**config.mk**
```make
export PLATFORM = sky130hd
export DESIGN_NAME = risc_format_decoder
export DESIGN_NICKNAME = d
export VERILOG_FILES = /design/src/decode_pkg.sv /design/src/risc_format_decoder.sv
export SDC_FILE = /design/constraint.sdc
export NUM_CORES = 2
export LEC_CHECK = 0
export BUFFER_PORTS_ARGS = -buffer_cell sky130_fd_sc_hd__buf_2
export CAP_MARGIN = 20
export CORE_MARGIN = 2
export CORE_UTILIZATION = 43
export CTS_CLUSTER_SIZE = 20
export DETAILED_ROUTE_END_ITERATION = 8
export SYNTH_ARGS = -nofsm -noshare
export SYNTH_HDL_FRONTEND = slang
export SYNTH_SLANG_ARGS = --single-unit
```
**constraint.sdc**
```tcl
create_clock -name sys_clk -period 5.05 [get_ports sys_clk]
set_input_delay 0 -clock sys_clk [delete_from_list [all_inputs] [get_ports sys_clk]]
set_output_delay 0 -clock sys_clk [all_outputs]
set_load 0.01 [all_outputs]
```
**src/decode_pkg.sv**
```systemverilog
package decode_pkg;
  // widths
  localparam int XLEN      = 32;
  localparam int NREGS     = 32;
  localparam int REG_IDX_W = 5;
  localparam int OPC_W     = 6;
  localparam int FUNCT_W   = 6;
  localparam int SHAMT_W   = 5;
  localparam int IMM_W     = 16;
  localparam int JT_W      = 26;
  localparam int PAGE_W    = 4;
  localparam int WORD_SH   = 2;
  localparam int STAGES    = 5;
  localparam int CODE_W    = 5;
  localparam int CLS_W     = 5;
  localparam int FMT_W     = 3;
  localparam int SEG_W     = 3;
  // field positions
  localparam int OPC_HI = 31, OPC_LO = 26;
  localparam int SRC_HI = 25, SRC_LO = 21;
  localparam int TGT_HI = 20, TGT_LO = 16;
  localparam int DST_HI = 15, DST_LO = 11;
  localparam int SHM_HI = 10, SHM_LO = 6;
  localparam int FN_HI  = 5,  FN_LO  = 0;
  localparam int IMM_HI = 15, IMM_LO = 0;
  localparam int JT_HI  = 25, JT_LO  = 0;
  // constants of the datapath
  localparam logic [XLEN-1:0]      RESET_PC  = 32'h0000_0000;
  localparam logic [XLEN-1:0]      WORD_STEP = 32'h0000_0004;
  localparam logic [REG_IDX_W-1:0] LINK_IDX  = 5'h1f;
  localparam logic [XLEN-1:0]      SEG_MASK  = 32'h1fff_ffff;
  localparam logic [SEG_W-1:0]     SEG_K0    = 3'h4;
  localparam logic [SEG_W-1:0]     SEG_K1    = 3'h5;
  // opcodes
  localparam logic [OPC_W-1:0] OP_SPECIAL = 6'h00, OP_REGIMM = 6'h01;
  localparam logic [OPC_W-1:0] OP_J = 6'h02, OP_JAL = 6'h03, OP_BEQ = 6'h04;
  localparam logic [OPC_W-1:0] OP_BNE = 6'h05, OP_BLEZ = 6'h06, OP_BGTZ = 6'h07;
  localparam logic [OPC_W-1:0] OP_ALUI_LO = 6'h08, OP_ALUI_HI = 6'h0f;
  localparam logic [OPC_W-1:0] OP_COP_LO = 6'h10, OP_COP_HI = 6'h13;
  localparam logic [OPC_W-1:0] OP_LD_LO = 6'h20, OP_LD_HI = 6'h26;
  localparam logic [OPC_W-1:0] OP_SB = 6'h28, OP_SH = 6'h29, OP_SWL = 6'h2a;
  localparam logic [OPC_W-1:0] OP_SW = 6'h2b, OP_SWR = 6'h2e;
  localparam logic [OPC_W-1:0] OP_LWC_LO = 6'h30, OP_LWC_HI = 6'h33;
  localparam logic [OPC_W-1:0] OP_SWC_LO = 6'h38, OP_SWC_HI = 6'h3b;
  // register-form functions
  localparam logic [FUNCT_W-1:0] FN_SLL = 6'h00, FN_SRL = 6'h02, FN_SRA = 6'h03;
  localparam logic [FUNCT_W-1:0] FN_SLLV = 6'h04, FN_SRLV = 6'h06, FN_SRAV = 6'h07;
  localparam logic [FUNCT_W-1:0] FN_JR = 6'h08, FN_JALR = 6'h09;
  localparam logic [FUNCT_W-1:0] FN_SYSCALL = 6'h0c, FN_BREAK = 6'h0d;
  localparam logic [FUNCT_W-1:0] FN_MFHI = 6'h10, FN_MTHI = 6'h11;
  localparam logic [FUNCT_W-1:0] FN_MFLO = 6'h12, FN_MTLO = 6'h13;
  localparam logic [FUNCT_W-1:0] FN_MD_LO = 6'h18, FN_MD_HI = 6'h1b;
  localparam logic [FUNCT_W-1:0] FN_AL_LO = 6'h20, FN_AL_HI = 6'h27;
  localparam logic [FUNCT_W-1:0] FN_SLT = 6'h2a, FN_SLTU = 6'h2b;
  // branch-on-sign selectors in the target field
  localparam logic [REG_IDX_W-1:0] RI_BLTZ = 5'h00, RI_BGEZ = 5'h01;
  localparam logic [REG_IDX_W-1:0] RI_BLTZAL = 5'h10, RI_BGEZAL = 5'h11;
  // cause codes and status bits
  localparam logic [CODE_W-1:0] EXC_NONE = 5'h00, EXC_SYS = 5'h08, EXC_BRK = 5'h09;
  localparam logic [CODE_W-1:0] EXC_RI = 5'h0a, EXC_OV = 5'h0c;
  localparam int CAUSE_CODE_LO = 2;
  localparam int STAT_EXC_BIT  = 0;
  localparam int STAT_BE_BIT   = 1;

  typedef enum logic [CLS_W-1:0] {
    CLS_LDST = 5'b00001,
    CLS_COMP = 5'b00010,
    CLS_FLOW = 5'b00100,
    CLS_COP  = 5'b01000,
    CLS_SPEC = 5'b10000
  } class_e;

  typedef enum logic [FMT_W-1:0] {
    FMT_I = 3'b001,
    FMT_J = 3'b010,
    FMT_R = 3'b100
  } fmt_e;

  typedef struct packed {
    logic [OPC_W-1:0]     opcode_field;
    logic [REG_IDX_W-1:0] source_reg_field;
    logic [REG_IDX_W-1:0] target_reg_field;
    logic [REG_IDX_W-1:0] dest_field;
    logic [SHAMT_W-1:0]   shamt_field;
    logic [FUNCT_W-1:0]   funct_field;
    logic [XLEN-1:0]      imm_sext;
    logic [JT_W-1:0]      jump_field;
    class_e               cls;
    fmt_e                 fmt;
    logic                 reserved;
    logic                 is_load;
    logic                 is_store;
    logic                 wr_en;
    logic [REG_IDX_W-1:0] wr_idx;
  } dec_s;

  typedef struct packed {
    logic [NREGS-1:0][XLEN-1:0] gpr;
    logic [XLEN-1:0]            pc;
    logic [XLEN-1:0]            hi;
    logic [XLEN-1:0]            lo;
    dec_s                       dec;
    logic [XLEN-1:0]            src_val;
    logic [XLEN-1:0]            tgt_val;
    logic [XLEN-1:0]            eff_addr;
    logic [XLEN-1:0]            phys_addr;
    logic [XLEN-1:0]            flow_target;
    logic                       redirect;
    logic [XLEN-1:0]            status;
    logic [XLEN-1:0]            cause;
    logic                       big_endian;
    logic                       strap_done;
    logic [STAGES-1:0]          stage_valid;
  } state_s;
endpackage

```
**src/risc_format_decoder.sv**
```systemverilog
`timescale 1ns/1ps
// Behaviour
// - 32 gprs, pc, multiply/divide hi lo
// - 32-bit words in three fixed layouts
// - fixed field positions per layout
// - loads/stores: base plus signed offset
// - alu ops register or immediate layout
// - computational writes only its destination
// - jump target: pc page plus field
// - register jump takes full register value
// - branch target pc-relative from displacement
// - jal and branch-and-link write return to link_register, jalr to its destination field
// - coprocessor loads/stores immediate layout
// - special instructions use register layout
// - five-stage pipeline, precise stall handling
// - no tlb, fixed segment mapping
// - no condition codes, branches test registers
// - caches answer within one cycle
// - exceptions recorded in status and cause
// - byte order chosen at reset
module risc_format_decoder
  import decode_pkg::*;
(
  input  wire logic                       sys_clk,
  input  wire logic                       rst_n,
  input  wire logic                       big_endian_strap,
  input  wire logic                       fetch_valid,
  input  wire logic [decode_pkg::XLEN-1:0] fetch_instr,
  output logic                            fetch_ready,
  output logic [decode_pkg::XLEN-1:0]     fetch_pc,
  input  wire logic                       stall,
  input  wire logic                       wb_valid,
  input  wire logic [decode_pkg::REG_IDX_W-1:0] wb_idx,
  input  wire logic [decode_pkg::XLEN-1:0] wb_data,
  input  wire logic                       muldiv_valid,
  input  wire logic [decode_pkg::XLEN-1:0] muldiv_hi,
  input  wire logic [decode_pkg::XLEN-1:0] muldiv_lo,
  input  wire logic                       ovf_event,
  input  wire logic                       exc_ack,
  output decode_pkg::dec_s                dec_out,
  output logic [decode_pkg::XLEN-1:0]     src_value,
  output logic [decode_pkg::XLEN-1:0]     tgt_value,
  output logic [decode_pkg::XLEN-1:0]     eff_addr,
  output logic [decode_pkg::XLEN-1:0]     phys_addr,
  output logic [decode_pkg::XLEN-1:0]     flow_target,
  output logic                            flow_redirect,
  output logic [decode_pkg::XLEN-1:0]     hi_value,
  output logic [decode_pkg::XLEN-1:0]     lo_value,
  output logic [decode_pkg::XLEN-1:0]     status_value,
  output logic [decode_pkg::XLEN-1:0]     cause_value,
  output logic                            big_endian,
  output logic [decode_pkg::STAGES-1:0]   stage_valid
);
  import decode_pkg::*;

  state_s state_reg;
  state_s state_next;
  logic   accept;

  // split one word into its fields and classify it
  function automatic dec_s decode(input logic [XLEN-1:0] w);
    dec_s d;
    d              = '0;
    d.opcode_field     = w[OPC_HI:OPC_LO];
    d.source_reg_field = w[SRC_HI:SRC_LO];
    d.target_reg_field = w[TGT_HI:TGT_LO];
    d.dest_field       = w[DST_HI:DST_LO];
    d.shamt_field      = w[SHM_HI:SHM_LO];
    d.funct_field      = w[FN_HI:FN_LO];
    d.jump_field       = w[JT_HI:JT_LO];
    d.imm_sext = {{(XLEN-IMM_W){w[IMM_HI]}}, w[IMM_HI:IMM_LO]};
    d.cls      = CLS_COMP;
    d.fmt      = FMT_I;
    d.wr_idx   = d.target_reg_field;
    if (d.opcode_field == OP_SPECIAL) begin
      d.fmt    = FMT_R;
      d.wr_idx = d.dest_field;
      if (d.funct_field == FN_JR || d.funct_field == FN_JALR) begin
        d.cls   = CLS_FLOW;
        d.wr_en = (d.funct_field == FN_JALR);
      end else if (d.funct_field == FN_SYSCALL || d.funct_field == FN_BREAK ||
                   (d.funct_field >= FN_MFHI && d.funct_field <= FN_MTLO)) begin
        d.cls   = CLS_SPEC;
        d.wr_en = (d.funct_field == FN_MFHI || d.funct_field == FN_MFLO);
      end else if ((d.funct_field >= FN_MD_LO && d.funct_field <= FN_MD_HI)) begin
        d.cls   = CLS_COMP;
      end else if (d.funct_field == FN_SLL || d.funct_field == FN_SRL ||
                   d.funct_field == FN_SRA || d.funct_field == FN_SLLV ||
                   d.funct_field == FN_SRLV || d.funct_field == FN_SRAV ||
                   d.funct_field == FN_SLT || d.funct_field == FN_SLTU ||
                   (d.funct_field >= FN_AL_LO && d.funct_field <= FN_AL_HI)) begin
        d.cls   = CLS_COMP;
        d.wr_en = 1'b1;
      end else begin
        d.reserved = 1'b1;
      end
    end else if (d.opcode_field == OP_REGIMM) begin
      d.cls    = CLS_FLOW;
      d.wr_idx = LINK_IDX;
      d.wr_en  = (d.target_reg_field == RI_BLTZAL || d.target_reg_field == RI_BGEZAL);
      d.reserved = !(d.target_reg_field == RI_BLTZ || d.target_reg_field == RI_BGEZ ||
                     d.wr_en);
    end else if (d.opcode_field == OP_J || d.opcode_field == OP_JAL) begin
      d.cls    = CLS_FLOW;
      d.fmt    = FMT_J;
      d.wr_idx = LINK_IDX;
      d.wr_en  = (d.opcode_field == OP_JAL);
    end else if (d.opcode_field >= OP_BEQ && d.opcode_field <= OP_BGTZ) begin
      d.cls = CLS_FLOW;
    end else if (d.opcode_field >= OP_ALUI_LO && d.opcode_field <= OP_ALUI_HI) begin
      d.cls   = CLS_COMP;
      d.wr_en = 1'b1;
    end else if (d.opcode_field >= OP_COP_LO && d.opcode_field <= OP_COP_HI) begin
      d.cls = CLS_COP;
      d.fmt = FMT_R; // format left to the coprocessor
    end else if (d.opcode_field >= OP_LD_LO && d.opcode_field <= OP_LD_HI) begin
      d.cls     = CLS_LDST;
      d.is_load = 1'b1;
      d.wr_en   = 1'b1;
    end else if (d.opcode_field == OP_SB || d.opcode_field == OP_SH ||
                 d.opcode_field == OP_SWL || d.opcode_field == OP_SW ||
                 d.opcode_field == OP_SWR) begin
      d.cls      = CLS_LDST;
      d.is_store = 1'b1;
    end else if (d.opcode_field >= OP_LWC_LO && d.opcode_field <= OP_LWC_HI) begin
      d.cls     = CLS_COP;
      d.is_load = 1'b1;
    end else if (d.opcode_field >= OP_SWC_LO && d.opcode_field <= OP_SWC_HI) begin
      d.cls      = CLS_COP;
      d.is_store = 1'b1;
    end else begin
      d.reserved = 1'b1;
    end
    if (d.reserved) begin
      d.wr_en = 1'b0;
    end
    return d;
  endfunction

  // fixed segment map: two kernel windows fold onto low memory
  function automatic logic [XLEN-1:0] seg_map(input logic [XLEN-1:0] va);
    logic [SEG_W-1:0] seg;
    seg = va[XLEN-1 -: SEG_W];
    if (seg == SEG_K0 || seg == SEG_K1) begin
      return va & SEG_MASK;
    end
    return va;
  endfunction

  // fetch only once byte order is known and nothing downstream holds
  assign accept      = fetch_valid && !stall && state_reg.strap_done;
  assign fetch_ready = !stall && state_reg.strap_done;

  always_comb begin
    dec_s              d;
    logic [XLEN-1:0]   rs_v;
    logic [XLEN-1:0]   rt_v;
    logic [XLEN-1:0]   seq_pc;
    logic              taken;
    logic [CODE_W-1:0] code;
    state_next = state_reg;
    d      = decode(fetch_instr);
    rs_v   = state_reg.gpr[d.source_reg_field];
    rt_v   = state_reg.gpr[d.target_reg_field];
    seq_pc = state_reg.pc + WORD_STEP;
    taken  = 1'b0;
    code   = EXC_NONE;

    // byte order caught on the first edge after reset release
    if (!state_reg.strap_done) begin
      state_next.big_endian = big_endian_strap;
      state_next.strap_done = 1'b1;
    end

    // stage tokens advance together; a stall freezes them all
    if (!stall) begin
      state_next.stage_valid = {state_reg.stage_valid[STAGES-2:0], accept};
    end

    // late-stage results: only the named destination changes
    if (wb_valid) begin
      state_next.gpr[wb_idx] = wb_data;
    end
    if (muldiv_valid) begin
      state_next.hi = muldiv_hi;
      state_next.lo = muldiv_lo;
    end

    state_next.redirect = 1'b0;
    if (accept) begin
      state_next.dec      = d;
      state_next.src_val  = rs_v;
      state_next.tgt_val  = rt_v;
      state_next.eff_addr = rs_v + d.imm_sext;
      state_next.phys_addr = seg_map(rs_v + d.imm_sext);
      // flow decisions test register values, no flags kept
      unique case (d.opcode_field)
        OP_J, OP_JAL: begin
          state_next.flow_target = {state_reg.pc[XLEN-1 -: PAGE_W], d.jump_field,
                                    {WORD_SH{1'b0}}};
          taken = 1'b1;
        end
        OP_SPECIAL: begin
          state_next.flow_target = rs_v;
          taken = (d.cls == CLS_FLOW);
        end
        default: begin
          state_next.flow_target = seq_pc + (d.imm_sext << WORD_SH);
          unique case (d.opcode_field)
            OP_BEQ:    taken = (rs_v == rt_v);
            OP_BNE:    taken = (rs_v != rt_v);
            OP_BLEZ:   taken = rs_v[XLEN-1] || (rs_v == '0);
            OP_BGTZ:   taken = !rs_v[XLEN-1] && (rs_v != '0);
            OP_REGIMM: taken = !d.reserved && (rs_v[XLEN-1] ^ d.target_reg_field[0]);
            default:   taken = 1'b0;
          endcase
        end
      endcase
      if (d.opcode_field == OP_SPECIAL && d.funct_field == FN_MTHI) begin
        state_next.hi = rs_v;
      end
      if (d.opcode_field == OP_SPECIAL && d.funct_field == FN_MTLO) begin
        state_next.lo = rs_v;
      end
      // return address lands in its register; beats a same-cycle writeback
      if (d.wr_en && d.cls == CLS_FLOW) begin
        state_next.gpr[d.wr_idx] = seq_pc;
      end
      state_next.redirect = taken;
      state_next.pc       = taken ? state_next.flow_target : seq_pc;
      if (d.reserved) begin
        code = EXC_RI;
      end else if (d.opcode_field == OP_SPECIAL && d.funct_field == FN_SYSCALL) begin
        code = EXC_SYS;
      end else if (d.opcode_field == OP_SPECIAL && d.funct_field == FN_BREAK) begin
        code = EXC_BRK;
      end
    end

    // overflow comes from an older instruction, so it takes priority
    if (ovf_event) begin
      code = EXC_OV;
    end
    if (exc_ack) begin
      state_next.status[STAT_EXC_BIT] = 1'b0;
    end
    if (code != EXC_NONE) begin
      state_next.status[STAT_EXC_BIT] = 1'b1;
      state_next.cause = '0;
      state_next.cause[CAUSE_CODE_LO +: CODE_W] = code;
    end
    state_next.status[STAT_BE_BIT] = state_next.big_endian;
  end

  always_ff @(posedge sys_clk or negedge rst_n) begin
    if (!rst_n) begin
      state_reg    <= '0;
      state_reg.pc <= RESET_PC;
    end else begin
      state_reg <= state_next;
    end
  end

  // every output but fetch_ready straight from the state register
  assign fetch_pc      = state_reg.pc;
  assign dec_out       = state_reg.dec;
  assign src_value     = state_reg.src_val;
  assign tgt_value     = state_reg.tgt_val;
  assign eff_addr      = state_reg.eff_addr;
  assign phys_addr     = state_reg.phys_addr;
  assign flow_target   = state_reg.flow_target;
  assign flow_redirect = state_reg.redirect;
  assign hi_value      = state_reg.hi;
  assign lo_value      = state_reg.lo;
  assign status_value  = state_reg.status;
  assign cause_value   = state_reg.cause;
  assign big_endian    = state_reg.big_endian;
  assign stage_valid   = state_reg.stage_valid;
endmodule

```
==> key figures <==
Final layout
  • Area growth, synth to finish: 14.2%
  • Commonest non-fill, non-tap cell in the layout: mux2i_1
  • Commonest non-fill, non-tap cells in the layout: mux2i_1 (1,527), dfrtp_1 (1,313), nor2_1 (1,054), a21oi_1 (1,036), nand2_1 (524)
  • Max reg flops: 1,025
  • Fin nets: 8,748
  • Share of cells above drive strength 1: 19.8%
  • Final Core Density: 49.2%
  • Fill cells: 17.4k
  • Sequential cell area: 32,900 sq um
  • Area of the multi-input gates: 44,400 sq um
  • Fin area: 94,500 sq um

Yosys
  • Yosys cell types: 83
  • Mapped Cells: 8,386
  • Top_reg_cell synth: dfrtp_1
  • Yosys warning total: 0
  • Seq/Total Area, Yosys: 39.7%
  • Asr flop ratio synth: 100%
  • Post-synth top area share: 39.7%
  • Synth area leaders: dfrtp_1 (40%), mux2i_1 (18%), mux4_2 (8.9%), a21oi_1 (6.3%), nor2_1 (4.9%)
  • Post-synth EDFFs: 0
  • Mean area per synthesized cell: 9.88 sq um
  • #FFs+latches synth: 1,313
  • Post-synthesis instance area: 82,800 sq um
  • Cell accounting for the most synthesized area: dfrtp_1

Worst setup path
  • Crit-path cells: dlygate4sd3_1, buf_2, or4b_2, buf_4, o22ai_1, nor4_1, o221ai_1, ha_1, inv_1, o21bai_1, a21o_1, a21oi_1, o21ai_0, a2111oi_0, buf_4, o211a_1, nor3_2, a311oi_1, xnor2_1, a32oi_1
  • CP max-delay cell: dlygate4sd3_1
  • Worst path top cell family by delay: compound AO/OA/AOI/OAI gates
  • Critical path endpoint category: register
  • Buf/Inv on CP: 5
  • Arr. time, crit path: 5570 ps
  • Cell repeated most along the worst path: buf_4
  • Crit Path Class: in2reg
  • Critical Path Max Stage Delay: 650 ps
  • Crit Path Max Fanout: 16
  • CP Launch Type: primary input
  • Critical Path RT: 5720 ps

Timing
  • Setup repair after global routing missed its margin: no
  • Setup Skew: 29.9 ps
  • Worst-margin pin slew: 1170 ps
  • Final-report setup violation count: 0
  • Max Fclk: 204 MHz
  • Hold violation count in the final report: 9
  • Tmin final: 4900 ps
  • Final period utilization: 97.0%
  • Worst slew margin: 21.8%
  • Hold Worst Slack: -43.4 ps
  • Final Slew Violations: 0

Floorplanning
  • DIE AREA: 196,000 sq um
  • Core ar.: 192,000 sq um
  • Chip Height: 443 um
  • FP Rows: 161
  • Initial core utilization: 43.1%
  • Die Wd: 443 um
  • # IOs: 577

Clock network
  • Clock sink total: 1,313
  • Clk pin slew, worst setup/hold paths: 60 ps
  • Total CTS buffers: 149
  • Setup Fix Bufs, Post-CTS: 0
  • Root Buffer: clkbuf_16
  • Worst-Skew Late Latency: 850 ps
  • Clock H-tree levels: 4
  • CTS tree: done
  • Max Root-Sink Buffers: 3

Global route
  • First-pass GRT wire length: 523 mm
  • Initial antenna violation count: 25
  • GRT overflow: 0
  • Vias in the first global route: 68.4k
  • Gr usage total: 36.9%
  • Largest net degree at the start of global routing: 154

Routing
  • Routed Antenna Nets: 0
  • DR WL/cell: 33.3 um
  • Initial drt markers: 9,239
  • Drt pass-1 iters: 6
  • Vias/cell: 6.44
  • Final wirelength: 372 mm
  • DR DRC count: 0
  • Via Count: 72.0k

Placed design
  • I/O Buffers: 518
  • DP HPWL: 240 mm
  • Area after DPL: 87,200 sq um
  • Final GP Congestion: 0.982

Flow run
  • # Max-Cap Violations: 0

Run status
  • Failing checks: hold timing
  • Status: complete, but fails checks

Pwr
  • Cell area power density: 405 nW/um^2
  • VDD IR-drop max: 0.000243 V
  • Pwr Total: 38.3 mW
  • LEAKAGE: 45.9 nW

Min path
  • Worst min path class: in2async
per-stage QoR:
step                setup slack [ps]  setup TNS [ps]  hold slack [ps]  std cells
floorplan                       83.4               0             -296       8443
global placement                -306           -1660             97.1      10700
detailed placement              -262           -1910             89.9      10700
CTS                             10.5               0             1.40      11200
global route                    35.9               0             26.8      11200
finish                           152               0            -43.4      11200
area by class of cell:
cell class              count  share of cell area [%]
multi-input cells        5879                    46.9
flip-flops and latches   1313                    34.8
repair buffers           1170                    9.47
well taps                2526                    3.34
inverters                  30                   0.119
clock buffers             206                    4.59
clock inverters            56                   0.790
diodes                     12                  0.0318
per-layer routing:
metal	track usage (%)	wire [um]	vias to the layer above	share of wire, %
li1	-	-	30000	-
met1	46.2	137000	35700	37
met2	54.8	161000	5085	43
met3	9.67	40700	1302	11
met4	27.9	33300	16	8.9
met5	0	106	-	0.028
worst min-delay path, stage by stage:
cell,delay [ps]
dlygate4sd3_1,580
buf_12,290
buf_16,340
logic make-up (layout without fill, tap and decap cells):
| kind of cell | count (synthesis) | in the layout | share of synthesized area [%] |
|---|---|---|---|
| AOI/OAI and AO/OA | 1823 | 1823 | 12.6 |
| xor gates and xnor gates | 114 | 114 | 1.21 |
| adders and majority gates | 63 | 63 | 0.970 |
| buffers and inverters | 1251 | 1462 | 8.06 |
| DFF | 1313 | 1313 | 39.7 |
| muxes | 1898 | 1898 | 28.0 |
| other | 2 | 71 | 0.00907 |
| and+or+nand+nor | 1922 | 1922 | 9.50 |
report_power, final:
part           total (mW)  internal, mW  switching [mW]
Sequential           14.8          12.7            2.07
Combinational        11.9          4.91            7.04
Clock                11.6          6.76            4.85
Total                38.3          24.4            14.0
timing repair:
item                                    4_1_cts  5_1_grt
pin swaps                                     0        2
hold buffers                                214        0
gates resized for setup                       1       12
endpoints found under the hold margin      1819        0
endpoints found under the setup margin        4       26
cells in the mapped netlist (23+ instances only):
cell type and n:
a221oi_1 60, nor2b_1 24, a211oi_1 25, nor2_1 1072
buf_1 23, ha_1 61, o221ai_1 33, a21oi_1 1037
xor2_1 52, inv_1 26, xnor2_1 62, buf_2 62
a21o_1 48, nor4_1 46, buf_4 468, o22ai_1 143
mux2i_1 1527, o21ai_0 263, nand3_1 59, clkbuf_1 647
dfrtp_1 1313, a22oi_1 59, nand2_1 568, nor3_1 42
mux2_2 39, mux4_2 327
path summary, 6_finish.rpt:
kind                                             from                    endpoint  slack [ps]  cells past startpoint
max reg2reg                 state_reg[1267]$_DFF_PN0_   phys_addr[31]$_DFFE_PN0P_         180                     20
min                                             rst_n   state_reg[1105]$_DFF_PN0_         -40                      3
max in group asynchronous                       rst_n      hi_value[11]$_DFF_PN0_        4070                      3
min reg2reg                cause_value[5]$_DFFE_PN0P_  cause_value[5]$_DFFE_PN0P_         470                      1
max                                   fetch_instr[24]   phys_addr[29]$_DFFE_PN0P_         150                     20
min in group sys_clk                     muldiv_valid      hi_value[16]$_DFF_PN0_          30                      3
Note: power is estimated with default switching activity, not from simulation.
